==> config.mk <==
export PLATFORM = sky130hd
export DESIGN_NAME = iee_seq
export DESIGN_NICKNAME = d
export VERILOG_FILES = /design/src/hw/iee_pkg.sv /design/src/hw/iee_src_if.sv /design/src/hw/iee_seq.sv /design/src/hw/iee_src_flags.sv
export VERILOG_INCLUDE_DIRS = /design/src /design/src/hw
export SDC_FILE = /design/constraint.sdc
export NUM_CORES = 1
export LEC_CHECK = 0
export BUFFER_PORTS_ARGS = -buffer_cell sky130_fd_sc_hd__buf_2
export CAP_MARGIN = 0
export CORE_ASPECT_RATIO = 1.2
export CORE_MARGIN = 4
export CORE_UTILIZATION = 46
export CTS_CLUSTER_SIZE = 12
export DETAILED_ROUTE_END_ITERATION = 8
export PLACE_DENSITY = 0.77
export SYNTH_ARGS = -nofsm -noshare
export SYNTH_HDL_FRONTEND = slang
export SYNTH_SLANG_ARGS = --single-unit
==> constraint.sdc <==
create_clock -name core_clk -period 2.2 [get_ports core_clk]
set_input_delay 0.44 -clock core_clk [delete_from_list [all_inputs] [get_ports core_clk]]
set_output_delay 0.44 -clock core_clk [all_outputs]
set_load 0.005 [all_outputs]
==> src/hw/iee_defs.svh <==
// Constants for the interrupt entry and exit sequencer
`ifndef IEE_DEFS_SVH
`define IEE_DEFS_SVH

// Bit position of the global mask in the condition code register
`define IEE_CCR_IBIT 3
// Condition code register value after reset, mask set
`define IEE_CCR_RST 8'h08
// Vector address of the lowest-priority source
`define IEE_VEC_BASE 16'hFFB0
// Vector address used by the software trap instruction
`define IEE_SWI_VEC 16'hFFFC
// Program bytes read to fill the instruction queue
`define IEE_FILL_BYTES 2'h3
// Number of peripheral interrupt sources
`define IEE_NSRC 8

`endif

==> src/hw/iee_pkg.sv <==
// Types and shared functions of the interrupt entry and exit sequencer
package iee_pkg;

  // Sequencer states
  typedef enum logic [4:0] {
    SEQ_IDLE    = 5'h00,
    SEQ_PSH_PCL = 5'h01,
    SEQ_PSH_PCH = 5'h02,
    SEQ_PSH_X   = 5'h03,
    SEQ_PSH_A   = 5'h04,
    SEQ_PSH_CCR = 5'h05,
    SEQ_VEC_HI  = 5'h06,
    SEQ_VEC_LO  = 5'h07,
    SEQ_VEC_CAP = 5'h08,
    SEQ_FILL    = 5'h09,
    SEQ_FILL_END = 5'h0A,
    SEQ_POP_CCR = 5'h0B,
    SEQ_POP_A   = 5'h0C,
    SEQ_POP_X   = 5'h0D,
    SEQ_POP_PCH = 5'h0E,
    SEQ_POP_PCL = 5'h0F,
    SEQ_POP_END = 5'h10
  } iee_state_t;

  // Index of the highest-priority active bit; higher index wins
  function automatic logic [7:0] iee_top_index(input logic [255:0] req, input int n);
    logic [7:0] idx;
    idx = 8'h00;
    for (int i = 0; i < n; i++) begin
      if (req[i]) begin
        idx = 8'(i);
      end
    end
    return idx;
  endfunction

endpackage

==> src/hw/iee_src_if.sv <==
// Carrier between the source flag unit and the sequencer
interface iee_src_if #(
  parameter int NSRC = 8
);
  logic [NSRC-1:0] evt;      // Source event pulses
  logic [NSRC-1:0] en;       // Local interrupt enables
  logic [NSRC-1:0] clr;      // Software flag clear strobes
  logic [NSRC-1:0] flags;    // Sticky status flags
  logic pending;             // Any enabled flag set
  logic [$clog2(NSRC)-1:0] topIdx; // Highest-priority pending source

  modport unit (input evt, input en, input clr, output flags, output pending, output topIdx);
  modport seq (output evt, output en, output clr, input flags, input pending, input topIdx);
endinterface

==> src/hw/iee_seq.sv <==
// Interrupt entry and exit sequencer of the 8-bit core
// How it works
// - Events set read-only sticky source flags
// - Request needs the local enable at one
// - Maskable entry only while global mask clear
// - Global mask comes up set after reset
// - Entry starts only at instruction boundary
// - Interrupt entry reuses software trap sequence
// - Set global mask after stacking registers
// - Fetch vector of highest pending source
// - Fill queue with three bytes from vector
// - Stack program counter low first, condition last
// - Stack pointer ends one below condition byte
// - Stacked counter is next instruction address
// - Return pops registers in reverse order
// - Return refills queue with three bytes
// - Index high byte never stacked or restored
// - Highest priority served first on unmask
// - New event after clear stays pending
// - Order: counter low, high, index low, accumulator, condition
// - Vector high byte first, low byte next
`include "iee_defs.svh"
module iee_seq
  import iee_pkg::*;
#(
  parameter int NSRC = `IEE_NSRC,
  parameter logic [15:0] VEC_BASE = `IEE_VEC_BASE,
  parameter logic [15:0] SWI_VEC = `IEE_SWI_VEC
) (
  // Clock and reset
  input wire logic core_clk,
  input wire logic rst_n,
  // Peripheral sources
  input wire logic [NSRC-1:0] srcEvent,
  input wire logic [NSRC-1:0] srcEnable,
  input wire logic [NSRC-1:0] srcFlagClr,
  output logic [NSRC-1:0] srcFlags,
  output logic irqPending,
  // Core instruction control
  input wire logic instrEnd,
  input wire logic swiReq,
  input wire logic rtiReq,
  input wire logic [15:0] nextPc,
  input wire logic [15:0] curSp,
  input wire logic [7:0] curA,
  input wire logic [7:0] curX,
  // Condition code register access from the core
  input wire logic ccrWe,
  input wire logic [7:0] ccrWdata,
  output logic [7:0] ccrOut,
  // Registers handed back to the core
  output logic [15:0] pcOut,
  output logic [15:0] spOut,
  output logic [7:0] aOut,
  output logic [7:0] xOut,
  output logic [7:0] queue0,
  output logic [7:0] queue1,
  output logic [7:0] queue2,
  output logic seqDone,
  output logic isRti,
  output logic busy,
  // Memory bus, read data one cycle after the read strobe
  output logic memRd,
  output logic memWr,
  output logic [15:0] memAddr,
  output logic [7:0] memWdata,
  input wire logic [7:0] memRdata
);

  localparam int IW = $clog2(NSRC);

  iee_src_if #(.NSRC(NSRC)) src (); // Flag unit carrier

  iee_state_t state_q; // Sequencer state
  iee_state_t state_d; // Next state
  logic [15:0] pc_q;   // Working program counter
  logic [15:0] sp_q;   // Working stack pointer
  logic [7:0] a_q;     // Working accumulator
  logic [7:0] x_q;     // Working index low
  logic [7:0] ccr_q;   // Condition code register
  logic [7:0] vecHi_q; // Fetched vector high byte
  logic [15:0] vec_q;  // Selected vector address
  logic swi_q;         // Current entry is a software trap
  logic rti_q;         // Current sequence is a return
  logic [1:0] fill_q;  // Fill byte counter
  logic [7:0] q0_q;    // Instruction queue byte 0
  logic [7:0] q1_q;    // Instruction queue byte 1
  logic [7:0] q2_q;    // Instruction queue byte 2
  logic done_q;        // Completion pulse
  logic startIrq;      // Maskable entry accepted
  logic startSwi;      // Software trap accepted
  logic startRti;      // Return accepted

  // Carrier hookup
  assign src.evt = srcEvent;
  assign src.en = srcEnable;
  assign src.clr = srcFlagClr;

  // Source flags and priority pick
  iee_src_flags #(.NSRC(NSRC)) u_flags (
    .core_clk(core_clk),
    .rst_n(rst_n),
    .src(src)
  );

  // Sequence start decisions, only when the instruction ends
  always_comb begin
    startRti = 1'b0;
    startSwi = 1'b0;
    startIrq = 1'b0;
    if (state_q == SEQ_IDLE && instrEnd) begin
      if (rtiReq) begin
        startRti = 1'b1;
      end else if (swiReq) begin
        startSwi = 1'b1;
      end else if (src.pending && !ccr_q[`IEE_CCR_IBIT]) begin
        startIrq = 1'b1;
      end
    end
  end

  // Next state
  always_comb begin
    state_d = state_q;
    unique case (state_q)
      SEQ_IDLE: begin
        if (startRti) begin
          state_d = SEQ_POP_CCR;
        end else if (startSwi || startIrq) begin
          state_d = SEQ_PSH_PCL;
        end
      end
      // Push order fixed for trap and interrupt alike
      SEQ_PSH_PCL: state_d = SEQ_PSH_PCH;
      SEQ_PSH_PCH: state_d = SEQ_PSH_X;
      SEQ_PSH_X: state_d = SEQ_PSH_A;
      SEQ_PSH_A: state_d = SEQ_PSH_CCR;
      SEQ_PSH_CCR: state_d = SEQ_VEC_HI;
      SEQ_VEC_HI: state_d = SEQ_VEC_LO;
      SEQ_VEC_LO: state_d = SEQ_VEC_CAP;
      SEQ_VEC_CAP: state_d = SEQ_FILL;
      // Three queue reads, last byte captured afterwards
      SEQ_FILL: begin
        if (fill_q == `IEE_FILL_BYTES - 2'h1) begin
          state_d = SEQ_FILL_END;
        end
      end
      SEQ_FILL_END: state_d = SEQ_IDLE;
      // Pops in reverse of the push order
      SEQ_POP_CCR: state_d = SEQ_POP_A;
      SEQ_POP_A: state_d = SEQ_POP_X;
      SEQ_POP_X: state_d = SEQ_POP_PCH;
      SEQ_POP_PCH: state_d = SEQ_POP_PCL;
      SEQ_POP_PCL: state_d = SEQ_POP_END;
      SEQ_POP_END: state_d = SEQ_FILL;
      default: state_d = SEQ_IDLE;
    endcase
  end

  // State register
  always_ff @(posedge core_clk) begin
    if (!rst_n) begin
      state_q <= SEQ_IDLE;
    end else begin
      state_q <= state_d;
    end
  end

  // Sequence kind flags
  always_ff @(posedge core_clk) begin
    if (!rst_n) begin
      swi_q <= 1'b0;
      rti_q <= 1'b0;
    end else if (state_q == SEQ_IDLE) begin
      swi_q <= startSwi;
      rti_q <= startRti;
    end
  end

  // Stack pointer: post-decrement on push, pre-increment on pop
  always_ff @(posedge core_clk) begin
    if (!rst_n) begin
      sp_q <= 16'h0000;
    end else begin
      unique case (state_q)
        SEQ_IDLE: begin
          if (startRti || startSwi || startIrq) begin
            sp_q <= curSp;
          end
        end
        // Each push leaves the pointer on the next free byte
        SEQ_PSH_PCL, SEQ_PSH_PCH, SEQ_PSH_X, SEQ_PSH_A, SEQ_PSH_CCR: begin
          sp_q <= sp_q - 16'h0001;
        end
        SEQ_POP_CCR, SEQ_POP_A, SEQ_POP_X, SEQ_POP_PCH, SEQ_POP_PCL: begin
          sp_q <= sp_q + 16'h0001;
        end
        default: sp_q <= sp_q;
      endcase
    end
  end

  // Accumulator and index low, captured or popped; index high untouched
  always_ff @(posedge core_clk) begin
    if (!rst_n) begin
      a_q <= 8'h00;
      x_q <= 8'h00;
    end else begin
      if (state_q == SEQ_IDLE && (startRti || startSwi || startIrq)) begin
        a_q <= curA;
        x_q <= curX;
      end
      if (state_q == SEQ_POP_X) begin
        a_q <= memRdata;
      end
      if (state_q == SEQ_POP_PCH) begin
        x_q <= memRdata;
      end
    end
  end

  // Program counter: next address on entry, vector or popped value later
  always_ff @(posedge core_clk) begin
    if (!rst_n) begin
      pc_q <= 16'h0000;
      vecHi_q <= 8'h00;
    end else begin
      unique case (state_q)
        SEQ_IDLE: begin
          if (startSwi || startIrq) begin
            pc_q <= nextPc;
          end
        end
        SEQ_VEC_LO: vecHi_q <= memRdata;
        SEQ_VEC_CAP: pc_q <= {vecHi_q, memRdata};
        SEQ_POP_PCL: vecHi_q <= memRdata;
        SEQ_POP_END: pc_q <= {vecHi_q, memRdata};
        default: pc_q <= pc_q;
      endcase
    end
  end

  // Vector chosen from the source pending while the condition byte is stacked
  always_ff @(posedge core_clk) begin
    if (!rst_n) begin
      vec_q <= VEC_BASE;
    end else if (state_q == SEQ_PSH_CCR) begin
      if (swi_q) begin
        vec_q <= SWI_VEC;
      end else begin
        vec_q <= VEC_BASE + {15'(src.topIdx), 1'b0};
      end
    end
  end

  // Condition code register: reset masked, set after stacking, popped on return
  always_ff @(posedge core_clk) begin
    if (!rst_n) begin
      ccr_q <= `IEE_CCR_RST;
    end else if (state_q == SEQ_PSH_CCR) begin
      ccr_q[`IEE_CCR_IBIT] <= 1'b1;
    end else if (state_q == SEQ_POP_A) begin
      ccr_q <= memRdata;
    end else if (state_q == SEQ_IDLE && ccrWe) begin
      ccr_q <= ccrWdata;
    end
  end

  // Queue fill counter and captured program bytes
  always_ff @(posedge core_clk) begin
    if (!rst_n) begin
      fill_q <= 2'h0;
      q0_q <= 8'h00;
      q1_q <= 8'h00;
      q2_q <= 8'h00;
    end else begin
      if (state_q == SEQ_FILL) begin
        fill_q <= fill_q + 2'h1;
        if (fill_q == 2'h1) begin
          q0_q <= memRdata;
        end
        if (fill_q == 2'h2) begin
          q1_q <= memRdata;
        end
      end else begin
        fill_q <= 2'h0;
      end
      if (state_q == SEQ_FILL_END) begin
        q2_q <= memRdata;
      end
    end
  end

  // Completion pulse one cycle after the last queue byte
  always_ff @(posedge core_clk) begin
    if (!rst_n) begin
      done_q <= 1'b0;
    end else begin
      done_q <= (state_q == SEQ_FILL_END);
    end
  end

  // Memory bus drive, all from registered state
  always_comb begin
    memRd = 1'b0;
    memWr = 1'b0;
    memAddr = 16'h0000;
    memWdata = 8'h00;
    unique case (state_q)
      SEQ_PSH_PCL: begin
        memWr = 1'b1;
        memAddr = sp_q;
        memWdata = pc_q[7:0];
      end
      SEQ_PSH_PCH: begin
        memWr = 1'b1;
        memAddr = sp_q;
        memWdata = pc_q[15:8];
      end
      SEQ_PSH_X: begin
        memWr = 1'b1;
        memAddr = sp_q;
        memWdata = x_q;
      end
      SEQ_PSH_A: begin
        memWr = 1'b1;
        memAddr = sp_q;
        memWdata = a_q;
      end
      // Condition byte stacked before the mask is set
      SEQ_PSH_CCR: begin
        memWr = 1'b1;
        memAddr = sp_q;
        memWdata = ccr_q;
      end
      SEQ_VEC_HI: begin
        memRd = 1'b1;
        memAddr = vec_q;
      end
      SEQ_VEC_LO: begin
        memRd = 1'b1;
        memAddr = vec_q + 16'h0001;
      end
      SEQ_FILL: begin
        memRd = 1'b1;
        memAddr = pc_q + {14'h0000, fill_q};
      end
      SEQ_POP_CCR, SEQ_POP_A, SEQ_POP_X, SEQ_POP_PCH, SEQ_POP_PCL: begin
        memRd = 1'b1;
        memAddr = sp_q + 16'h0001;
      end
      default: begin
        memRd = 1'b0;
      end
    endcase
  end

  // Outputs to the core
  assign srcFlags = src.flags;
  assign irqPending = src.pending;
  assign ccrOut = ccr_q;
  assign pcOut = pc_q;
  assign spOut = sp_q;
  assign aOut = a_q;
  assign xOut = x_q;
  assign queue0 = q0_q;
  assign queue1 = q1_q;
  assign queue2 = q2_q;
  assign seqDone = done_q;
  assign isRti = rti_q;
  assign busy = (state_q != SEQ_IDLE);

endmodule

==> src/hw/iee_src_flags.sv <==
// Sticky source flags, local enable qualification and priority pick
module iee_src_flags
  import iee_pkg::*;
#(
  parameter int NSRC = 8
) (
  // Clock and reset
  input wire logic core_clk,
  input wire logic rst_n,
  // Source side
  iee_src_if.unit src
);

  logic [NSRC-1:0] flag_q; // Status flags
  logic [NSRC-1:0] req;    // Qualified requests
  logic [255:0] reqWide;   // Request zero-extended for the pick

  // Flags set on event, cleared only by software; set beats clear
  always_ff @(posedge core_clk) begin
    if (!rst_n) begin
      flag_q <= '0;
    end else begin
      flag_q <= (flag_q & ~src.clr) | src.evt;
    end
  end

  // Level request while flag and local enable both stand
  assign req = flag_q & src.en;
  assign reqWide = 256'(req);

  assign src.flags = flag_q;
  assign src.pending = |req;
  // Highest index is the highest priority
  assign src.topIdx = $clog2(NSRC)'(iee_top_index(reqWide, NSRC));

endmodule

==> reports/metrics.cfg, run 1 <==
[outcome]
status=finished with violations
violations=negative setup slack

[drt]
viasPerCell=6.000
wl_per_cell_um=19.17
vias=7530
ant_nets=0
dr.pass1.iters=5
drtIter0Drc=775
drt-total-wl_mm=24.06
post-route-drc-count=0

[sta]
period_minus_slack_ns=2.885
fmaxAchievable_mhz=346.7
relSlewSlack_pct=55.52
fin_hold_ws_ns=0.2860
finalCritPeriodShare_pct=131.1
finalWorstSetupSlack_ns=-0.6846
rsz0062_at_grt=yes
tightest_slew_ns=0.6653
hold_viol_final=0
slew_violations=0
setup_viol=25
fin_worst_skew_ns=0.01084

[clock_tree]
htreeDepth=3
cts.path.max_buffers=2
cts_sinks=110
ctsHoldBuffers=0
clk_latency_ns=0.36
cts_tree=built
clkSlewWorstSetupHoldPaths_ns=0.08
root_buffer=clkbuf_16
cts_buffers=9

[synthesis]
netlist_area_um2=6419
yosysUniqueCellTypes=76
synthCells=810
ys_seq_elements=110
synth_ff_type=dfxtp_1
synth.net_count=911
avgSynthCellArea_um2=7.924
seq_area_frac_synth_pct=34.31
synth_edf_count=0
synthArstFlopShare_pct=0
synth-warning-count=0

[die]
io_pins=212
rows=47
start_util_pct=46.64
fp.dieW_um=115.8
die_h_um=137.4
die_area_um2=15920
coreArea_um2=13760

[hold_path]
whs_path_depth=3
hp-class=primary input to flop
min_from=srcEvent[6]
min_to=u_flags.src.flags[6]

[layout]
diodes=0
syn_to_final_growth_pct=41.89
layout.nets=1180
fill_cells=1126
final_cell_mix=211 x buf_2, 99 x dfxtp_1, 89 x nand2_1, 89 x buf_4, 84 x nor2_1
drive_gt1_share_pct=39.48
fin_area_um2=9107
layout_commonest_cell=buf_2

[setup_path]
crit_start=fill_q[0]
r2r_start=spOut[7]
critPathCaptureType=output port
reg2reg_to=spOut[15]
start_kind=flop
required_ns=1.76
rr_worst_depth=6
worstSetupPathType=flop to output port
worstPathMaxFanout=4
r2r_slack_ns=-0.02
crit_arrival_ns=2.44

[placed_design]
port_buffers=211
place_hpwl_mm=17.45
dpl_cell_area_um2=8165
place.gp.congestion=0.9453

[power_and_ir_drop]
p_per_area_nw_per_um2=1077
ir_worst_vdd_mv=0.8738
power.leakage_nw=4.166

[grt]
first_global_vias=6923
grt_first_pass_wirelength_mm=35.73
grt_use_total_pct=28.74
grt-ovfl-total=0
antenna_found_initial=0
grt_start_max_net_pins=38

[run]
maxCapViolCount=0

[critical path, stage by stage, from the launching register on]
cell      delay (ns)
dfxtp_2         0.36
ha_4            0.14
inv_2           0.03
fa_2            0.34
nand3b_1        0.32
buf_4           0.23
nor3_2          0.16
xor2_1          0.10
a21oi_2         0.17
o211ai_1        0.10
buf_2           0.13
[Yosys cell counts (4+ instances only)]
cell      count  area share, %
or3_1         6           0.58
o211ai_1     10            1.2
a21oi_1      55            4.3
clkbuf_1     40            2.3
nand2_1      90            5.3
xor2_1       13            1.8
xnor2_1      12            1.6
dfxtp_1     110             34
nor2b_1       5           0.49
a222oi_1      9            1.4
a22oi_1      22            2.6
nand2b_1      4           0.39
mux2i_1      50            7.8
nor2_1       90            5.3
nand4_1       6           0.58
a211oi_1     41            4.8
buf_2        22            1.7
ha_1          6            1.2
nor3_1       18            1.4
nand3_1      34            2.7
a31oi_1      10           0.97
inv_1        24            1.4
o21ai_0      32            2.5
nor4_1        9           0.88
a221oi_1      4           0.55
and2_1        4           0.39
[logic make-up (layout without fill, tap and decap cells)]
group / count (synthesis) / in the layout / share of synthesized area [%]
adder cells (fa/ha/maj): 7 / 7 / 1.481
multiplexers: 50 / 50 / 7.797
flip-flops: 110 / 110 / 34.31
XOR/XNOR: 25 / 25 / 3.411
buffers and inverters: 95 / 369 / 6.199
AND/OR/NAND/NOR: 294 / 294 / 21.89
AO/OA/AOI/OAI: 229 / 229 / 24.91
[power breakdown]
part | internal, W | switching, W | total, W
sequential | 0.00240 | 0.000400 | 0.00280
combinational | 0.00242 | 0.00290 | 0.00532
clock | 0.000891 | 0.000795 | 0.00169
[through the flow]
step	std cells	power, W	setup TNS, ns	util [%]	worst slack (ns)
2_1_floorplan	810	0.005446	-0.1533	-	-0.1011
3_3_place_gp	1213	0.007348	-1.491	59.34	-0.2369
3_5_place_dp	1213	0.007444	-1.773	59.34	-0.2839
4_1_cts	1243	0.009395	-8.635	63.74	-0.6391
5_1_grt	1255	0.01034	-9.288	66.18	-0.7593
6_report	1255	0.009808	-7.435	66.18	-0.6846
[timing repair]
| action | 4_1_cts | 5_1_grt |
|---|---|---|
| gates cloned | 1 | 0 |
| buffers inserted | 14 | 14 |
| pin swaps | 26 | 28 |
| resized for setup | 56 | 58 |
| endpoints found under the setup margin | 26 | 39 |
[how the worst max path moves through the flow]
stage / slack [ns] / endpoint / cells after the start
6_report: -0.68 / memAddr[8] / 10
5_1_grt: -0.76 / memAddr[14] / 10
4_1_cts: -0.64 / memAddr[12] / 9
3_5_place_dp: -0.28 / memAddr[12] / 9
3_3_place_gp: -0.24 / memAddr[14] / 10
2_1_floorplan: -0.10 / memAddr[12] / 8
[layer usage]
layer	track usage (%)	share of wire (%)	vias to the layer above
met4	14.25	4.6	0
met2	48.91	49	409
met3	6.283	9.0	76
met5	0	0	-
li1	-	-	3497
met1	33.95	37	3548
[flip-flops by register name (all words and copies together) (netlist names)]
register and flops:
xOut 8, vec_q 4, vecHi_q 8, aOut 8, fill_q 2, pcOut 16, ccrOut 8, queue1 8
u_flags.src.flags 8, queue2 8, state_q 5, spOut 16, queue0 8, seqDone 1, isRti 1, swi_q 1
[layout make-up]
cell class | count | area, um^2 | area share (%)
clock buffer | 11 | 232.7 | 2.555
timing repair inverter | 1 | 7.507 | 0.08243
tap | 171 | 214.0 | 2.349
multi-input combinational | 605 | 4184 | 45.94
inverter | 26 | 100.1 | 1.099
sequential | 110 | 2226 | 24.44
clock inverter | 5 | 57.56 | 0.6320
timing repair buffer | 326 | 2086 | 22.90
Power figures use the tool's default switching activity.
==> inputs of run 2 (changes only) <==
Settings changed: CORE_UTILIZATION 46 to 47, PLACE_DENSITY 0.77 to 0.75.
Clock period 2.2 ns to 3 ns, I/O delays scaled along.
==> run 2 against run 1 <==
Net effect: the run now ends clean; clock skew hardly changed; final cell count decreased by 6.8%; power decreased by 35%; count of clock-buffer cells in the layout fell by 1; worst setup slack improved by 0.69 ns; critical path depth unchanged; via count is 7.2% lower; sequential cell count stayed put; sequential share of layout area increased by 3.0 points; core utilization shrank 5.5 points; cell area fell by 11%; largest cell class unchanged.
==> reports/metrics.cfg, run 2 (same netlist as run 1, synthesis figures left out) <==
[outcome]
status=complete, no violations  ; was finished with violations

[layout]
diodes=0  ; unchanged
layout_commonest_cell=buf_2  ; unchanged
syn_to_final_growth_pct=25.61  ; was 41.89%
fin_area_um2=8063  ; was 9107 um^2
fill_cells=1234  ; was 1,126
final_cell_mix=211 x buf_2, 99 x dfxtp_1, 90 x nand2_1, 87 x nor2_1, 55 x a21oi_1  ; was 211 x buf_2, 99 x dfxtp_1, 89 x nand2_1, 89 x buf_4, 84 x nor2_1
layout.nets=1098  ; was 1,180
drive_gt1_share_pct=30.94  ; was 39.48%

[setup_path]
crit_path_cell_trace=ha_4, inv_2, fa_2, nand3b_1, buf_6, nor3_2, xor2_1, a21oi_1, o211ai_1, buf_2  ; was ha_4, inv_2, fa_2, nand3b_1, buf_4, nor3_2, xor2_1, a21oi_2, o211ai_1, buf_2
worstSetupPathType=flop to output port  ; unchanged
critPathMaxStageDelay_ns=0.36  ; about the same
required_ns=2.40  ; was 1.76 ns
worstPathMaxFanout=4  ; unchanged
critPathCaptureType=output port  ; unchanged
start_kind=flop  ; unchanged
crit_family=adder cells  ; unchanged
crit_arrival_ns=2.39  ; was 2.44 ns
path_buf_inv=3  ; unchanged
cp_slowest_cell=dfxtp_2  ; unchanged

[sta]
slew_violations=0  ; unchanged
setup_viol=0  ; was 25
period_minus_slack_ns=2.994
tns_ns=0  ; was -7.435 ns
tightest_slew_ns=0.8948  ; was 0.6653 ns
rsz0062_at_grt=yes  ; unchanged
fin_worst_skew_ns=0.01128  ; was 0.01084 ns
relSlewSlack_pct=40.12  ; was 55.52%
finalCritPeriodShare_pct=99.81
fmaxAchievable_mhz=334.0
hold_viol_final=0  ; unchanged
finalWorstSetupSlack_ns=0.005620  ; was -0.6846 ns

[clock_tree]
clkSlewWorstSetupHoldPaths_ns=0.08  ; about the same
root_buffer=clkbuf_16  ; unchanged
htreeDepth=3  ; unchanged
cts_tree=built  ; unchanged
cts_buffers=9  ; unchanged
cts_sinks=110  ; unchanged
clk_latency_ns=0.36  ; about the same
cts.path.max_buffers=2  ; unchanged

[grt]
grt_first_pass_wirelength_mm=34.00  ; was 35.73 mm
grt_use_total_pct=27.47  ; was 28.74%
grt-ovfl-total=0  ; unchanged
antenna_found_initial=0  ; unchanged
grt_start_max_net_pins=40  ; was 38
first_global_vias=6406  ; was 6,923

[drt]
drtIter0Drc=655  ; was 775
drt-total-wl_mm=22.18  ; was 24.06 mm
wl_met1_mm=8.653  ; was 8.943 mm
met2WireLength_mm=10.59  ; was 11.84 mm
wl_met3_mm=2.154  ; was 2.163 mm
vias=6986  ; was 7,530
viasPerCell=5.971  ; was 6.000
top_layer=met4  ; unchanged
post-route-drc-count=0  ; unchanged
dr.pass1.iters=6  ; was 5
ant_nets=0  ; unchanged
wl_per_cell_um=18.95  ; was 19.17 um

[die]
die_area_um2=15600  ; was 15,920 um^2
rows=46  ; was 47
fp.dieW_um=114.7  ; was 115.8 um
die_h_um=136.0  ; was 137.4 um
coreArea_um2=13300  ; was 13,760 um^2
start_util_pct=48.28  ; was 46.64%
io_pins=212  ; unchanged

[placed_design]
dpl_cell_area_um2=7605  ; was 8165 um^2
port_buffers=211  ; unchanged
place_ws_ns=0.1806  ; was -0.2839 ns
place.gp.congestion=0.8785  ; was 0.9453
place_hpwl_mm=16.45  ; was 17.45 mm

[power_and_ir_drop]
power.leakage_nw=3.645  ; was 4.166 nW
p_per_area_nw_per_um2=796.2  ; was 1077 nW/um^2
ir_worst_vdd_mv=0.4762  ; was 0.8738 mV
power.total_w=0.006419  ; was 0.009808 W

[hold_path]
hp-class=primary input to flop  ; unchanged

[run]
maxCapViolCount=0  ; unchanged

## run 2: metal layers
layer	GRT usage (%)	vias up
li1	-	3333
met1	33.76	3270
met2	45.31	331
met3	7.257	52
met4	11.35	0
met5	0	-
## run 2: area by class of cell
| cell class | count | area, um^2 | area share [%] |
|---|---|---|---|
| Inverter | 26 | 100.1 | 1.241 |
| Clock inverter | 6 | 75.07 | 0.9311 |
| Clock buffer | 10 | 239.0 | 2.964 |
| Sequential cell | 110 | 2216 | 27.48 |
| Tap cell | 168 | 210.2 | 2.607 |
| Timing Repair Buffer | 245 | 1315 | 16.31 |
| Multi-Input combinational cell | 605 | 3908 | 48.46 |
## run 2: repair_timing
action | 4_1_cts | 5_1_grt
pin swaps | 3 | 8
hold buffers | 0 | 0
gates resized for setup | 12 | 21
buffers inserted | 4 | 1
hold endpoints to repair | 0 | 0
setup endpoints to repair | 6 | 16
## run 2: worst paths after layout
path / startpoint / end / slack [ns] / cells past startpoint
worst max-delay path: fill_q[0] / memAddr[8] / 0.006 / 10
worst max register to register: state_q[3] / ccrOut[5] / 0.67 / 6
worst min-delay path: srcEvent[6] / u_flags.src.flags[6] / 0.45 / 3
worst min register to register: vecHi_q[2] / vecHi_q[2] / 0.46 / 2
## run 2: metrics by stage
| step | hold WS, ns | instances | utilization [%] |
|---|---|---|---|
| floorplan | 0.4326 | 810 | - |
| global placement | 0.4398 | 1149 | 57.20 |
| detailed placement | 0.4460 | 1149 | 57.20 |
| CTS | 0.4438 | 1169 | 60.09 |
| global route | 0.4576 | 1170 | 60.64 |
| finish | 0.4495 | 1170 | 60.64 |
## run 2: worst register-to-register path: stages (launching register included)
cell and delay, ns:
dfxtp_1 0.53, buf_4 0.25, nand3b_4 0.13, or3_1 0.56, nand2_1 0.46, nor2_1 0.08, a211oi_1 0.24
## run 2: report_power, final
group / internal, W / switching [W]
logic: 0.00123 / 0.00171
clock network: 0.000685 / 0.000601
registers: 0.00176 / 0.000435
total: 0.00368 / 0.00274
